`config.mk`:
```
export PLATFORM = sky130hd
export DESIGN_NAME = mcs_screen
export DESIGN_NICKNAME = d
export VERILOG_FILES = /design/src/include/mcs_pkg.sv /design/src/rtl/mcs_screen.sv
export VERILOG_INCLUDE_DIRS = /design/src /design/src/include
export SDC_FILE = /design/constraint.sdc
export NUM_CORES = 1
export LEC_CHECK = 0
export BUFFER_PORTS_ARGS = -buffer_cell sky130_fd_sc_hd__buf_2
export CAP_MARGIN = 25
export CORE_AREA = 2 2 170 172
export DETAILED_ROUTE_END_ITERATION = 10
export DIE_AREA = 0 0 172 174
export PLACE_DENSITY_LB_ADDON = 0.25
export SYNTH_ARGS = -nofsm -noshare
export SYNTH_HDL_FRONTEND = slang
export SYNTH_SLANG_ARGS = --single-unit
```
`constraint.sdc`:
```
create_clock -name mclk -period 5 [get_ports mclk]
set_clock_uncertainty 0.05 [all_clocks]
set_input_delay 0.75 -clock mclk [delete_from_list [all_inputs] [get_ports mclk]]
set_output_delay 0.75 -clock mclk [all_outputs]
set_load 0.05 [all_outputs]
```
`src/include/mcs_params.svh`:
```
// Constants of the message screening and compatibility block.
`ifndef MCS_PARAMS_SVH
`define MCS_PARAMS_SVH
`define MCS_MSG_W 64
`define MCS_LEN_W 9
`define MCS_LINK_W 2
`define MCS_NLINK 4
`define MCS_ENT_W 75
`define MCS_TMR_W 16
`define MCS_TRY_W 3
`define MCS_DEPTH 2'h2
`define MCS_SIO_LO 0
`define MCS_SI_HI 3
`define MCS_H_LO 8
`define MCS_H0_HI 11
`define MCS_H_HI 15
`define MCS_FLD_LO 16
`define MCS_FLD_HI 19
`define MCS_SPR_LO 20
`define MCS_SPR_HI 23
`define MCS_SHORT_SIF 9'h03E
`define MCS_H_TAA 8'h51
`define MCS_H_TPA 8'h52
`define MCS_RPT_SIO 3'h1
`define MCS_RPT_HDR 3'h2
`define MCS_RPT_FLD 3'h3
`define MCS_RPT_RTX 3'h4
`endif

```
`src/include/mcs_pkg.sv`:
```
// Types of the message screening and compatibility block.
`include "mcs_params.svh"
package mcs_pkg;
  typedef enum logic [1:0] {ISS_OLDEST, ISS_OLDER, ISS_CURRENT} mcs_iss_t;
  typedef enum logic {TCO_IDLE, TCO_WAIT} mcs_tco_t;
  typedef struct packed {
    logic [1:0][`MCS_ENT_W-1:0] buf_q;
    logic                       wp;
    logic                       rp;
    logic [1:0]                 cnt;
    logic                       loc_v;
    logic [`MCS_MSG_W-1:0]      loc_msg;
    logic                       pend;
    logic [`MCS_ENT_W-1:0]      pend_e;
    logic [7:0]                 pend_ack;
    logic [`MCS_TMR_W-1:0]      ack_tmr;
    logic [`MCS_TRY_W-1:0]      tries;
    logic                       rpt_v;
    logic [2:0]                 rpt_code;
    logic                       ovl;
    logic                       ign;
    mcs_tco_t                   tco;
    logic [`MCS_TMR_W-1:0]      tco_tmr;
    logic                       inh_d;
    logic                       chg_done;
  } mcs_st_t;
endpackage

```
`src/rtl/mcs_screen.sv`:
```
// Message screening, spare handling, repeat control and length guard.
`timescale 1ns/1ps
`default_nettype none
module mcs_screen
  import mcs_pkg::*;
#(
  parameter logic [15:0]           SI_MASK  = 16'hFFFF,
  parameter logic [15:0]           H0_MASK  = 16'hFFFF,
  parameter logic [15:0]           FLD_MASK = 16'hFFFF,
  parameter logic [`MCS_TMR_W-1:0] ACK_CYC  = 16'h4E20,
  parameter logic [`MCS_TMR_W-1:0] TCO_CYC  = 16'h3E80,
  parameter logic [`MCS_TRY_W-1:0] MAX_RPT  = 3'h2
) (
  // Clock and reset.
  input  wire logic                   mclk,
  input  wire logic                   srst,
  // Node configuration.
  input  wire logic                   is_stp,
  input  wire logic                   route_on_sio,
  input  wire mcs_iss_t               peer_iss,
  input  wire logic                   opt_no_fc_old,
  input  wire logic [`MCS_NLINK-1:0]  link_272,
  input  wire logic                   link_inhibit,
  // Received messages.
  input  wire logic                   rx_valid,
  output logic                        rx_ready,
  input  wire logic                   rx_local,
  input  wire logic [`MCS_MSG_W-1:0]  rx_msg,
  input  wire logic [`MCS_LEN_W-1:0]  rx_len,
  input  wire logic [`MCS_LINK_W-1:0] rx_link,
  // Locally created messages.
  input  wire logic                   cre_valid,
  output logic                        cre_ready,
  input  wire logic [`MCS_MSG_W-1:0]  cre_msg,
  input  wire logic [`MCS_LEN_W-1:0]  cre_len,
  input  wire logic [`MCS_LINK_W-1:0] cre_link,
  input  wire logic                   cre_need_ack,
  input  wire logic [7:0]             cre_ack_h,
  // Delivery to the owning functions.
  output logic                        loc_valid,
  input  wire logic                   loc_ready,
  output logic [`MCS_MSG_W-1:0]       loc_msg,
  // Outgoing messages.
  output logic                        tx_valid,
  input  wire logic                   tx_ready,
  output logic [`MCS_MSG_W-1:0]       tx_msg,
  output logic [`MCS_LEN_W-1:0]       tx_len,
  output logic [`MCS_LINK_W-1:0]      tx_link,
  // Management and link status.
  output logic                        rpt_valid,
  output logic [2:0]                  rpt_code,
  output logic                        ovl_pulse,
  output logic                        ign_pulse,
  output logic                        busy_ind,
  output logic                        ack_hold,
  output logic                        tco_active,
  output logic                        chg_done
);

  mcs_st_t s;
  mcs_st_t n;

  function automatic logic bit_set(input logic [15:0] m,
                                   input logic [3:0] i);
    return m[i];
  endfunction

  function automatic logic len_ok(input logic [`MCS_LEN_W-1:0] l,
                                  input logic cap);
    return (l <= `MCS_SHORT_SIF) || cap;
  endfunction

  logic                  room;
  logic                  rtx_due;
  logic                  rx_fire;
  logic                  cre_fire;
  logic                  pop;
  logic [`MCS_ENT_W-1:0] head;
  logic                  sio_bad;
  logic                  hdr_bad;
  logic                  fld_bad;
  logic                  old_ack;
  logic                  rx_fit;
  logic                  cre_fit;
  logic [`MCS_MSG_W-1:0] cre_clean;

  // Spare bits are never looked at on receipt, only the coded fields.
  assign sio_bad = !bit_set(SI_MASK,
                   rx_msg[`MCS_SI_HI:`MCS_SIO_LO]);
  assign hdr_bad = !bit_set(H0_MASK, rx_msg[`MCS_H0_HI:`MCS_H_LO]);
  assign fld_bad = !bit_set(FLD_MASK,
                   rx_msg[`MCS_FLD_HI:`MCS_FLD_LO]);
  assign old_ack = (peer_iss == ISS_OLDEST) &&
                   (rx_msg[`MCS_H_HI:`MCS_H_LO] == `MCS_H_TAA ||
                    rx_msg[`MCS_H_HI:`MCS_H_LO] == `MCS_H_TPA);
  assign rx_fit  = len_ok(rx_len, link_272[rx_link]);
  assign cre_fit = len_ok(cre_len, link_272[cre_link]);

  always_comb begin
    cre_clean = cre_msg;
    cre_clean[`MCS_SPR_HI:`MCS_SPR_LO] = '0;
  end

  assign room     = s.cnt != `MCS_DEPTH;
  assign rtx_due  = s.pend && (s.ack_tmr == '0);
  assign rx_ready = room && !s.loc_v && !rtx_due && !cre_valid;
  assign cre_ready = room && !rtx_due && !(cre_need_ack && s.pend);
  assign rx_fire  = rx_valid && rx_ready;
  assign cre_fire = cre_valid && cre_ready;
  assign head     = s.buf_q[s.rp];
  // Traffic is held in the buffer while a changeover is running.
  assign tx_valid = (s.cnt != 2'h0) && (s.tco == TCO_IDLE);
  assign pop      = tx_valid && tx_ready;
  assign tx_msg   = head[`MCS_MSG_W-1:0];
  assign tx_len   = head[`MCS_MSG_W+`MCS_LEN_W-1:`MCS_MSG_W];
  assign tx_link  = head[`MCS_ENT_W-1:`MCS_MSG_W+`MCS_LEN_W];
  assign loc_valid = s.loc_v;
  assign loc_msg   = s.loc_msg;
  assign rpt_valid = s.rpt_v;
  assign rpt_code  = s.rpt_code;
  assign ovl_pulse = s.ovl;
  assign ign_pulse = s.ign;
  assign tco_active = s.tco == TCO_WAIT;
  assign chg_done  = s.chg_done;
  // A full buffer is congestion; the option spares older peers.
  assign busy_ind = !room &&
         !(opt_no_fc_old && peer_iss != ISS_CURRENT);
  assign ack_hold = busy_ind;

  always_comb begin
    logic                  push;
    logic [`MCS_ENT_W-1:0] push_e;
    push   = 1'b0;
    push_e = '0;
    n = s;
    n.rpt_v    = 1'b0;
    n.ovl      = 1'b0;
    n.ign      = 1'b0;
    n.chg_done = 1'b0;
    n.inh_d    = link_inhibit;
    if (s.loc_v && loc_ready) begin
      n.loc_v = 1'b0;
    end
    if (s.pend && s.ack_tmr != '0) begin
      n.ack_tmr = s.ack_tmr - 1'b1;
    end
    if (rtx_due) begin
      if (s.tries < MAX_RPT) begin
        if (room) begin
          push      = 1'b1;
          push_e    = s.pend_e;
          n.tries   = s.tries + 1'b1;
          n.ack_tmr = ACK_CYC;
        end
      end else begin
        // Give up rather than repeat without end.
        n.pend     = 1'b0;
        n.rpt_v    = 1'b1;
        n.rpt_code = `MCS_RPT_RTX;
      end
    end else if (rx_fire) begin
      if (!rx_local && is_stp) begin
        if (route_on_sio && sio_bad) begin
          n.rpt_v    = 1'b1;
          n.rpt_code = `MCS_RPT_SIO;
        end else if (!rx_fit) begin
          n.ovl = 1'b1;
        end else begin
          push   = 1'b1;
          push_e = {rx_link, rx_len, rx_msg};
        end
      end else if (sio_bad) begin
        n.rpt_v    = 1'b1;
        n.rpt_code = `MCS_RPT_SIO;
      end else if (hdr_bad) begin
        n.rpt_v    = 1'b1;
        n.rpt_code = `MCS_RPT_HDR;
      end else if (fld_bad) begin
        n.rpt_v    = 1'b1;
        n.rpt_code = `MCS_RPT_FLD;
      end else if (old_ack) begin
        n.ign = 1'b1;
      end else if (s.pend &&
                   rx_msg[`MCS_H_HI:`MCS_H_LO] == s.pend_ack) begin
        n.pend = 1'b0;
      end else begin
        n.loc_v   = 1'b1;
        n.loc_msg = rx_msg;
      end
    end else if (cre_fire) begin
      if (!cre_fit) begin
        n.ovl = 1'b1;
      end else begin
        push   = 1'b1;
        push_e = {cre_link, cre_len, cre_clean};
        if (cre_need_ack) begin
          n.pend     = 1'b1;
          n.pend_e   = push_e;
          n.pend_ack = cre_ack_h;
          n.ack_tmr  = ACK_CYC;
          n.tries    = '0;
        end
      end
    end
    if (push) begin
      n.buf_q[s.wp] = push_e;
      n.wp = ~s.wp;
    end
    if (pop) begin
      n.rp = ~s.rp;
    end
    n.cnt = s.cnt + 2'(push) - 2'(pop);
    case (s.tco)
      TCO_IDLE: begin
        if (link_inhibit && !s.inh_d) begin
          n.tco     = TCO_WAIT;
          n.tco_tmr = TCO_CYC;
        end
      end
      TCO_WAIT: begin
        if (s.tco_tmr == '0) begin
          n.tco      = TCO_IDLE;
          n.chg_done = 1'b1;
        end else begin
          n.tco_tmr = s.tco_tmr - 1'b1;
        end
      end
      default: n.tco = TCO_IDLE;
    endcase
  end

  always_ff @(posedge mclk) begin
    if (srst) begin
      s <= '0;
    end else begin
      s <= n;
    end
  end

  chk_sio_drop: assert property (@(posedge mclk) disable iff (srst)
    rx_fire && rx_local && sio_bad && !rtx_due |=>
      rpt_valid && rpt_code == `MCS_RPT_SIO && !$rose(loc_valid))
    else $error("Unallocated service indicator not dropped.");

  chk_hdr_drop: assert property (@(posedge mclk) disable iff (srst)
    rx_fire && rx_local && !sio_bad && hdr_bad |=>
      rpt_valid && rpt_code == `MCS_RPT_HDR && !loc_valid)
    else $error("Unallocated heading code not dropped.");

  chk_fld_drop: assert property (@(posedge mclk) disable iff (srst)
    rx_fire && rx_local && !sio_bad && !hdr_bad && fld_bad |=>
      rpt_valid && rpt_code == `MCS_RPT_FLD && !loc_valid)
    else $error("Unallocated field value not dropped.");

  chk_spare_zero: assert property (@(posedge mclk) disable iff (srst)
    cre_fire && cre_fit && s.cnt == 2'h0 |=>
      tx_msg[`MCS_SPR_HI:`MCS_SPR_LO] == '0 && tx_len == $past(cre_len))
    else $error("Created message has nonzero spare bits.");

  chk_transit_same: assert property (@(posedge mclk) disable iff (srst)
    rx_fire && !rx_local && is_stp && !route_on_sio && rx_fit &&
    s.cnt == 2'h0 |=> tx_msg == $past(rx_msg) &&
      tx_len == $past(rx_len) && tx_valid != tco_active)
    else $error("Transit message altered.");

  chk_repeat_sent: assert property (@(posedge mclk) disable iff (srst)
    rtx_due && s.tries < MAX_RPT && room |=>
      s.tries == $past(s.tries) + 1'b1 && s.ack_tmr == ACK_CYC &&
      s.cnt != 2'h0)
    else $error("Missing acknowledgement not repeated.");

  chk_repeat_bound: assert property (@(posedge mclk) disable iff (srst)
    rtx_due && s.tries == MAX_RPT |=>
      !s.pend && rpt_valid && rpt_code == `MCS_RPT_RTX)
    else $error("Repeats exceed the limit.");

  chk_busy_ind: assert property (@(posedge mclk) disable iff (srst)
    s.cnt == `MCS_DEPTH && peer_iss == ISS_CURRENT |-> busy_ind && ack_hold)
    else $error("Congestion not signalled.");

  chk_old_ack: assert property (@(posedge mclk) disable iff (srst)
    rx_fire && rx_local && !sio_bad && !hdr_bad && !fld_bad && old_ack
    |=> ign_pulse && !loc_valid)
    else $error("Acknowledgement from oldest peer not ignored.");

  chk_overlength: assert property (@(posedge mclk) disable iff (srst)
    rx_fire && !rx_local && is_stp && !route_on_sio && !rx_fit |=>
      ovl_pulse && s.cnt == $past(s.cnt) - 2'($past(pop)))
    else $error("Overlength message routed to short link.");

  chk_tco_hold: assert property (@(posedge mclk) disable iff (srst)
    s.tco == TCO_IDLE && link_inhibit && !s.inh_d |=>
      !tx_valid ##1 !tx_valid)
    else $error("Traffic not held during changeover.");

  chk_loc_deliver: assert property (@(posedge mclk) disable iff (srst)
    rx_fire && rx_local && !sio_bad && !hdr_bad && !fld_bad && !old_ack &&
    !s.pend |=>
      loc_valid && loc_msg == $past(rx_msg))
    else $error("Good local message not delivered unchanged.");

  chk_ack_clear: assert property (@(posedge mclk) disable iff (srst)
    rx_fire && rx_local && !sio_bad && !hdr_bad && !fld_bad && !old_ack &&
    s.pend && rx_msg[`MCS_H_HI:`MCS_H_LO] == s.pend_ack |=>
      !s.pend && !loc_valid)
    else $error("Matching acknowledgement did not end the repeats.");

  chk_cre_overlen: assert property (@(posedge mclk) disable iff (srst)
    cre_fire && !cre_fit |=>
      ovl_pulse && s.cnt == $past(s.cnt) - 2'($past(pop)))
    else $error("Overlength created message not held back.");

  chk_transit_sio: assert property (@(posedge mclk) disable iff (srst)
    rx_fire && !rx_local && is_stp && route_on_sio && sio_bad |=>
      rpt_valid && rpt_code == `MCS_RPT_SIO &&
      s.cnt == $past(s.cnt) - 2'($past(pop)))
    else $error("Transit message with bad service indicator sent.");

  chk_no_fc_old: assert property (@(posedge mclk) disable iff (srst)
    opt_no_fc_old && peer_iss != ISS_CURRENT |-> !busy_ind && !ack_hold)
    else $error("Flow control triggered toward an older peer.");

  chk_tco_done: assert property (@(posedge mclk) disable iff (srst)
    s.tco == TCO_WAIT && s.tco_tmr == '0 |=>
      chg_done && !tco_active)
    else $error("Changeover did not end after its time.");

  chk_buf_bound: assert property (@(posedge mclk) disable iff (srst)
    s.cnt <= `MCS_DEPTH && (s.cnt != `MCS_DEPTH || !rx_ready && !cre_ready))
    else $error("Buffer overfilled or accepting while full.");

  chk_cre_pend: assert property (@(posedge mclk) disable iff (srst)
    cre_fire && cre_fit && cre_need_ack |=>
      s.pend && s.tries == '0 && s.ack_tmr == ACK_CYC &&
      s.pend_ack == $past(cre_ack_h))
    else $error("Acknowledged message not put under supervision.");

  chk_tco_start: assert property (@(posedge mclk) disable iff (srst)
    s.tco == TCO_IDLE && link_inhibit && !s.inh_d |=>
      tco_active && s.tco_tmr == TCO_CYC)
    else $error("Changeover not started by an inhibit.");

  chk_give_up_once: assert property (@(posedge mclk) disable iff (srst)
    rpt_valid && rpt_code == `MCS_RPT_RTX |-> !s.pend)
    else $error("Message still supervised after giving up.");

endmodule
`default_nettype wire
```
Word level (Yosys, flattened, before mapping)
Memory sizes are Yosys's and may differ from the RTL's. Cells that the tools add are included.

$add $sub $neg: 5. $mul: 0. Div/mod/pow operators: 0. Magnitude comparators: 11. Eq/ne operators: 19. Shift operators: 0. Muxes and demuxes: 70. Bitwise gates (word level): 11. Reduce and logical (&&, ||, !) cells: 54.

Operator list (number): $mux 75 (12); $mux 66 (5); $mux 103 (3); $mux 65 (3); $bwmux 150 (1); $demux 75 s1 (1); $mux 19 (3); $pmux 17 s2 (1); $logic_not 16->1 (2); $mux 16 (2); $sub 16x1->16 const B (2); $mux 1 (28); $mux 4 (7); $mux 23 (1); $logic_and 1x1->1 (21); $le 9x6->1 const B (2); $mux 17 (1); $eq 8x7->1 const B (2); $reduce_bool 16->1 (1); $lt 4x5->1 const B (3); $ne 3x2->1 const B (5); $ne 2x2->1 const B (6); $not 1->1 (11); $reduce_and 10->1 (1); 24 further kinds (46).

Register bits after elaboration: 343. Bits in latches: 0. RAM bits: 0. ROM bits: 48. Input bits: 176. Output and inout bits: 153. Logic and storage cells: 193. Memories: 3.

Memories: (name not given) (depth 16, bits a word 1, read ports 1, clocked after memory_dff 0, wr ports 0, line mcs_screen.sv:65) `return m[i];`; (name not given) (depth 16, bits a word 1, read ports 1, clocked after memory_dff 0, wr ports 0, line mcs_screen.sv:65); (name not given) (depth 16, bits a word 1, read ports 1, clocked after memory_dff 0, wr ports 0, line mcs_screen.sv:65).

Longest topological paths before layout
Gate-level depths: netlist (run 1).

Depth in word-level cells: 11. Depth in mapped cells: 16. Depth with buffers taken out: 13.

Worst setup path before layout (run 1)
No wires, ideal clock.

Kind: input -> register. Start: in cre_len[6]. End: reg s[194] in the netlist's numbering. Library setup time: 128 ps. Arrival time: 3420 ps. Data required time: 4822 ps. Setup slack: 1402 ps. Cell stages on the path: 13. Path buffers: 2. Cells stage by stage: or3_1 -> a311o_1 -> a211oi_2 -> a2bb2oi_4 -> buf_6 -> buf_2 -> nand2_1 -> ha_1 -> inv_1 -> ha_1 -> xor2_1 -> xnor2_1 -> nor2_1.

Cells in the longest elaborated chain, start to end: 8.

Ends and longest elaborated chain: start: declaration (line mcs_screen.sv:35) `` input wire logic [`MCS_LEN_W-1:0] cre_len, ``; $le 9x6->1 (no source line); $logic_or 1x1->1 (line mcs_screen.sv:70) `` return (l <= `MCS_SHORT_SIF) || cap; ``; $mux 1 (line mcs_screen.sv:191) `if (!cre_fit) begin`; $mux 1 (line mcs_screen.sv:190) `end else if (cre_fire) begin`; $mux 1 (line mcs_screen.sv:161) `end else if (rx_fire) begin`; $mux 1 (line mcs_screen.sv:147) `if (rtx_due) begin`; $add 2x1->2 (line mcs_screen.sv:212) `n.cnt = s.cnt + 2'(push) - 2'(pop);`; $sub 2x1->2 (line mcs_screen.sv:212); end signal: assignment (line mcs_screen.sv:236) `s <= n;`; end: declaration (line mcs_screen.sv:60) `mcs_st_t s;`.

Every way passes these cells. A chain may end at the register's enable or synchronous reset.

Worst setup path in the final report (run 1)
Start: reg s[28] in the netlist's numbering. End: reg s[198] in the netlist's numbering.

Cells in the longest elaborated chain, start to end: 10. Elaborated cells on any way between the ends: 16. Those cells by class: mux: 7; reduce/logical: 9.

Ends and longest elaborated chain: $logic_not 16->1 * (line mcs_screen.sv:105) `assign rtx_due = s.pend && (s.ack_tmr == '0);`; $logic_and 1x1->1 * (line mcs_screen.sv:105); $logic_not 1->1 (line mcs_screen.sv:106, mcs_screen.sv:107); $logic_and 1x1->1 (2 in a row) (line mcs_screen.sv:107) `assign cre_ready = room && !rtx_due && !(cre_need_ack && s.pend);`; $logic_and 1x1->1 (line mcs_screen.sv:109) `assign cre_fire = cre_valid && cre_ready;`; $mux 75 (line mcs_screen.sv:190); $mux 75 (line mcs_screen.sv:161); $mux 75 (line mcs_screen.sv:147); $bwmux 150 (line mcs_screen.sv:206) `n.buf_q[s.wp] = push_e;`.

Every way passes the cells marked *; elsewhere a longest branch is shown, timed or not.

==> flow_metrics.py, run 1 <==
metrics = {
    "status": {
        "outcome": "finished, final reports clean",
    },
    "yosys": {
        "yosysSeqAreaShare": 0.447,
        "async_reset_ff_frac": 0,
        "yosys_warnings": 0,
        "synth_top_area_share": 0.447,
        "synthesis.area_um2": 15300,
        "ys_ff_latch": 341,
        "synth_cell_type_count": 57,
        "synth_ff_type": "dfxtp_1",
        "synth-edff-count": 0,
        "synth.largest_area_cell": "dfxtp_1",
        "synth.avg_cell_area_um2": 9.01,
        "synthCells": 1695,
        "synth_area_leaders": "dfxtp_1 (45%), a21oi_1 (11%), a211oi_1 (6.6%)",
    },
    "timing": {
        "final-hold-violation-count": 0,
        "rsz0062_at_grt": "false",
        "finalSetupTns_ns": 0,
        "fin_crit_sh": 0.721,
        "whs_ns": 0.397,
        "post-route-min-period_ns": 3.60,
        "worst_slack_ns": 1.40,
        "slew_headroom": 0.282,
        "maxSlewViolCount": 0,
        "setup_viol": 0,
        "fmax_mhz": 278,
        "worst_pin_slew_ns": 1.08,
    },
    "route": {
        "drtPass1Iterations": 5,
        "route.met3.wl_mm": 3.33,
        "num_vias": 13200,
        "drt-met1-wl_mm": 17.9,
        "drc_errors": 0,
        "routedWlPerCell_um": 18.8,
        "route.met2.wl_mm": 20.4,
        "postRouteAntennaNets": 0,
        "wirelength_mm": 43.0,
        "first_iter_violations": 834,
        "top_layer": "met5",
        "vias_per_cell": 5.78,
    },
    "setup_path": {
        "worst-path-max-fanout": 55,
        "ff2ff_setup_slack_ns": 1.40,
        "crit_type": "reg2reg",
        "worstPathRequired_ns": 5.37,
        "cp-end-kind": "register",
        "r2r_cells": 9,
        "crit-reg2reg-capture": "s[198]$_SDFFE_PP0P_",
        "worstPathArrival_ns": 3.97,
        "worst_setup_path_start_kind": "register",
        "reg2reg_from": "s[28]$_SDFF_PP0_",
    },
    "placed_design": {
        "post_dp_cell_area_um2": 16400,
        "dp_slack_ns": 1.40,
        "dp_hpwl_mm": 26.6,
        "io_buffers": 321,
        "dp_cells": 2208,
        "routabilityCongestion": 0.819,
    },
    "cells_and_area": {
        "drive_above_1_share": 0.267,
        "fin_cells": 2284,
        "final_common_cell": "dfxtp_1",
        "design_area_um2": 17700,
        "num-nets-final": 2046,
        "mostFrequentLayoutCells": "dfxtp_1 (340), a21oi_1 (323), buf_2 (320)",
        "area_delta_synth_final_pct": 16.2,
    },
    "min_path": {
        "min_from": "rpt_code[2]$_SDFFE_PP0P_",
        "hp-class": "reg2reg",
        "hold_path_end": "rpt_code[2]$_SDFFE_PP0P_",
        "holdPathStages": 1,
    },
    "global_routing": {
        "grt_use_total": 0.279,
        "antenna_found_initial": 10,
        "first_global_vias": 13100,
        "grt_overflow_total": 0,
        "grt_max_degree": 152,
        "grt_pass1_wl_mm": 67.7,
    },
    "clocking": {
        "cts_tree": "built",
        "clk_latency_ns": 0.52,
        "cts_hold_buf": 0,
        "clkTransAtPathRegs_ns": 0.06,
        "clockBufferDepth": 3,
        "cts_resized": 0,
        "post-cts-setup-buffer-count": 0,
        "cts_sinks": 341,
        "cts_buffers": 38,
        "cts_max_level": 2,
        "cts_root_buf": "clkbuf_16",
    },
    "flow_run": {
        "cap_violations": 0,
    },
    "floorplan": {
        "die_height_um": 174,
        "die_area_um2": 29900,
        "die_w_um": 172,
        "rows": 62,
        "start_util": 0.541,
        "core-area_um2": 28200,
        "io_pins": 329,
    },
    "power_and_ir_drop": {
        "power.leakage_nw": 6.97,
        "powerDensity_nw_per_um2": 548,
        "ir_drop_mv": 0.354,
    },
}
how the worst max path moves through the flow:
stage	startpoint	end	slack, ns	cells past startpoint
after floorplan	cre_len[6]	s[194]$_SDFF_PP0_	1.40	13
after global placement	cre_len[6]	s[257]$_SDFFE_PP0P_	1.55	8
after detailed placement	s[28]$_SDFF_PP0_	s[198]$_SDFFE_PP0P_	1.40	9
after CTS	s[28]$_SDFF_PP0_	s[198]$_SDFFE_PP0P_	1.38	9
after global routing	s[28]$_SDFF_PP0_	s[198]$_SDFFE_PP0P_	1.25	9
final	s[28]$_SDFF_PP0_	s[198]$_SDFFE_PP0P_	1.40	9
per-layer routing:
layer | track usage | vias to the layer above
met5 | 0 | -
met1 | 0.340 | 6265
li1 | - | 6359
met3 | 0.0685 | 103
met2 | 0.474 | 475
met4 | 0.104 | 6
through the flow:
stage / total power [mW] / util
floorplan: 6.20 / -
global placement: 6.86 / 0.583
detailed placement: 6.94 / 0.583
CTS: 9.76 / 0.628
global route: 10.2 / 0.628
finish: 9.72 / 0.628
Yosys cell counts (2+ instances only):
library cell / count
nor4b_1: 2
and4_1: 2
a211oi_1: 134
mux2i_1: 68
o211ai_1: 2
o21ai_0: 17
buf_6: 6
nor4bb_1: 2
buf_4: 79
a211oi_2: 10
or2_2: 2
and3_1: 2
clkbuf_1: 91
nand2_1: 180
buf_1: 5
nand2b_1: 6
a22o_1: 71
o22a_1: 2
or4b_1: 2
and2_1: 3
inv_1: 11
dfxtp_1: 341
buf_2: 31
nor3b_1: 3
mux2_2: 76
or4_1: 5
a21oi_1: 323
ha_1: 6
a22oi_1: 2
xor2_1: 14
nand4_1: 12
nand3_1: 6
or3_1: 3
xnor2_1: 22
nor4_1: 10
nor3_1: 10
nor2_1: 106
nor2b_1: 4
nand3b_1: 2
a31o_2: 2
nand4b_1: 4
critical path, stage by stage, from the launching register on:
cell      delay [ns]
dfxtp_1         0.33
inv_1           0.10
ha_1            0.17
or4b_1          0.52
or4_1           0.72
nor2_4          0.58
buf_12          0.35
a22o_1          0.24
a21oi_1         0.08
a211oi_1        0.29
state kept, by name, summed over array words and instances, names as in the netlist:
register    cells
s             270
loc_msg        64
chg_done        1
ign_pulse       1
loc_valid       1
ovl_pulse       1
rpt_code        1
rpt_valid       1
tco_active      1
area by class of cell:
cell class                 count  area [um2]
tap                          384         480
inverter                      11        41.3
clock inverter                12         121
clock buffer                  58        1160
timing repair buffer         340        1810
fill                        2509       10500
multi-input combinational   1132        7290
sequential                   341        6830
antenna                        6        15.0
where the power goes:
| part | leakage [nW] | switching (mW) | internal, mW | total [mW] |
|---|---|---|---|---|
| Clock | 0.636 | 1.11 | 1.71 | 2.82 |
| Sequential | 2.78 | 0.314 | 3.16 | 3.47 |
| Combinational | 3.55 | 2.37 | 1.07 | 3.44 |
| Total | 6.97 | 3.79 | 5.94 | 9.72 |
cells by family (layout without fill, tap and decap cells):
family | after synthesis | after routing | share of synthesized area
mux | 144 | 144 | 0.101
flops | 341 | 341 | 0.447
xor+xnor | 36 | 36 | 0.0207
other cells | 1 | 8 | 0.000246
buf+inv | 223 | 421 | 0.0797
fa+ha+maj | 6 | 6 | 0.00492
simple gates | 370 | 370 | 0.108
compound gates | 574 | 574 | 0.238
Power figures use the tool's default switching activity.
==> inputs of run 2 (changes only) <==
clock period = 3.55 ns   (was 5 ns; I/O delays follow)
==> run 2 against run 1 <==
  * Non-clock buffer count rose by 9
  * Die area unchanged
  * Critical endpoint is now s[299]$_SDFFE_PP0P_
  * Via count is 1.4% higher
  * First-iteration DRC count is 3.2% higher
  * Worst setup slack worse by 1.2 ns
  * Clock power is 45% higher
==> flow_metrics.py, run 2 (synthesis gave the netlist of run 1 again) <==
metrics = {
    "clocking": {
        "cts_hold_buf": 0,
        "cts_max_level": 2,
        "clkTransAtPathRegs_ns": 0.06,
        "cts_resized": 0,
        "clk_latency_ns": 0.52,
        "cts_buffers": 38,
        "cts_tree": "built",
        "post-cts-setup-buffer-count": 0,
        "cts_sinks": 341,
        "cts_root_buf": "clkbuf_16",
        "clockBufferDepth": 3,
    },
    "timing": {
        "fin_crit_sh": 0.931,
        "slew_headroom": 0.334,
        "maxSlewViolCount": 0,
        "worst_pin_slew_ns": 0.999,
        "fmax_mhz": 303,
        "post-route-min-period_ns": 3.30,
        "rsz0062_at_grt": "false",
        "finalSetupTns_ns": 0,
        "final-hold-violation-count": 0,
        "setup_viol": 0,
        "whs_ns": 0.204,
    },
    "power_and_ir_drop": {
        "powerDensity_nw_per_um2": 773,
        "power.leakage_nw": 7.05,
        "ir_drop_mv": 0.429,
    },
    "setup_path": {
        "r2r_cells": 9,
        "crit-reg2reg-capture": "s[299]$_SDFFE_PP0P_",
        "worstPathArrival_ns": 3.68,
        "worst_setup_path_start_kind": "register",
        "path_cells": "inv_1 -> ha_1 -> or4b_1 -> or4_1 -> and2_4 -> a2bb2oi_4 -> buf_12 -> a21oi_1 -> a211oi_1",
        "crit_type": "reg2reg",
        "cp_slowest_stage_delay_ns": 0.61,
        "ff2ff_setup_slack_ns": 0.25,
        "slowest_stage": "or4_1",
        "cp-end-kind": "register",
        "reg2reg_from": "s[28]$_SDFF_PP0_",
        "worst-path-max-fanout": 151,
        "worstPathRequired_ns": 3.92,
    },
    "min_path": {
        "holdPathStages": 3,
        "hold_path_end": "s[102]$_SDFFE_PP0P_",
        "min_from": "cre_msg[50]",
        "hp-class": "in2reg",
    },
    "cells_and_area": {
        "mostFrequentLayoutCells": "dfxtp_1 (340), a21oi_1 (323), buf_2 (320)",
        "utilization": 0.636,
        "n_fill_cell": 2472,
        "drive_above_1_share": 0.272,
        "area_delta_synth_final_pct": 17.6,
        "regMostFlops": "s",
        "fin_cells": 2295,
        "final_common_cell": "dfxtp_1",
        "num-nets-final": 2055,
        "largest_reg_flops": 270,
        "design_area_um2": 18000,
    },
    "floorplan": {
        "die_w_um": 172,
        "io_pins": 329,
        "core-area_um2": 28200,
        "start_util": 0.541,
        "rows": 62,
        "die_height_um": 174,
        "die_area_um2": 29900,
    },
    "placed_design": {
        "dp_hpwl_mm": 26.9,
        "post_dp_cell_area_um2": 16600,
        "dp_cells": 2216,
        "routabilityCongestion": 0.803,
        "io_buffers": 321,
    },
    "route": {
        "num_vias": 13400,
        "vias_per_cell": 5.83,
        "first_iter_violations": 861,
        "wirelength_mm": 42.8,
        "drtPass1Iterations": 5,
        "postRouteAntennaNets": 0,
        "routedWlPerCell_um": 18.7,
        "drc_errors": 0,
    },
    "global_routing": {
        "first_global_vias": 13000,
        "grt_max_degree": 169,
        "grt_pass1_wl_mm": 67.5,
        "grt_overflow_total": 0,
        "grt_use_total": 0.278,
        "antenna_found_initial": 11,
    },
    "status": {
        "outcome": "finished, final reports clean",
    },
    "flow_run": {
        "cap_violations": 0,
    },
}
==> run 2: layout make-up <==
cell class	count	area, um2	area share
multi-input combinational	1132	7290	0.406
sequential	341	6830	0.380
timing repair buffer	349	1980	0.110
clock buffer	55	1160	0.0645
tap	384	480	0.0268
clock inverter	15	161	0.00899
inverter	11	41.3	0.00230
antenna	8	20.0	0.00111
==> run 2: how the worst max path moves through the flow <==
stage                           startpoint             endpoint  slack, ns
after CTS                 s[28]$_SDFF_PP0_  s[280]$_SDFFE_PP0P_       0.23
after floorplan                 cre_len[6]    s[194]$_SDFF_PP0_       0.17
after detailed placement  s[28]$_SDFF_PP0_  s[280]$_SDFFE_PP0P_       0.25
after global routing      s[28]$_SDFF_PP0_  s[287]$_SDFFE_PP0P_       0.08
final                     s[28]$_SDFF_PP0_  s[299]$_SDFFE_PP0P_       0.25
after global placement           rx_len[6]  s[214]$_SDFFE_PP0P_       0.32
==> run 2: layer usage <==
| metal | GRT usage | share of wire | routed length [um] | up-vias |
|---|---|---|---|---|
| met5 | 0 | 0.0011 | 48 | - |
| met1 | 0.342 | 0.41 | 17600 | 6431 |
| li1 | - | - | - | 6385 |
| met2 | 0.469 | 0.48 | 20400 | 469 |
| met3 | 0.0719 | 0.080 | 3420 | 97 |
| met4 | 0.100 | 0.032 | 1390 | 8 |
==> run 2: critical path: cells and delay by family, from the launching register on <==
family | cells | cell delay [ns]
AND/OR/NAND/NOR | 3 | 1.33
buffers and inverters | 2 | 0.63
AO/OA/AOI/OAI | 3 | 0.58
flip-flops | 1 | 0.33
adder cells (fa/ha/maj) | 1 | 0.19
==> run 2: per-stage QoR <==
step                power [mW]  setup slack [ns]
floorplan                 8.73             0.170
global placement          9.73             0.323
finish                    13.9             0.245
detailed placement        9.84             0.247
CTS                       13.9             0.228
global route              14.5            0.0789
==> run 2: report_power, final <==
group / switching, mW / internal [mW] / total [mW]
combinational: 3.39 / 1.56 / 4.95
sequential: 0.393 / 4.45 / 4.84
clock: 1.59 / 2.49 / 4.09
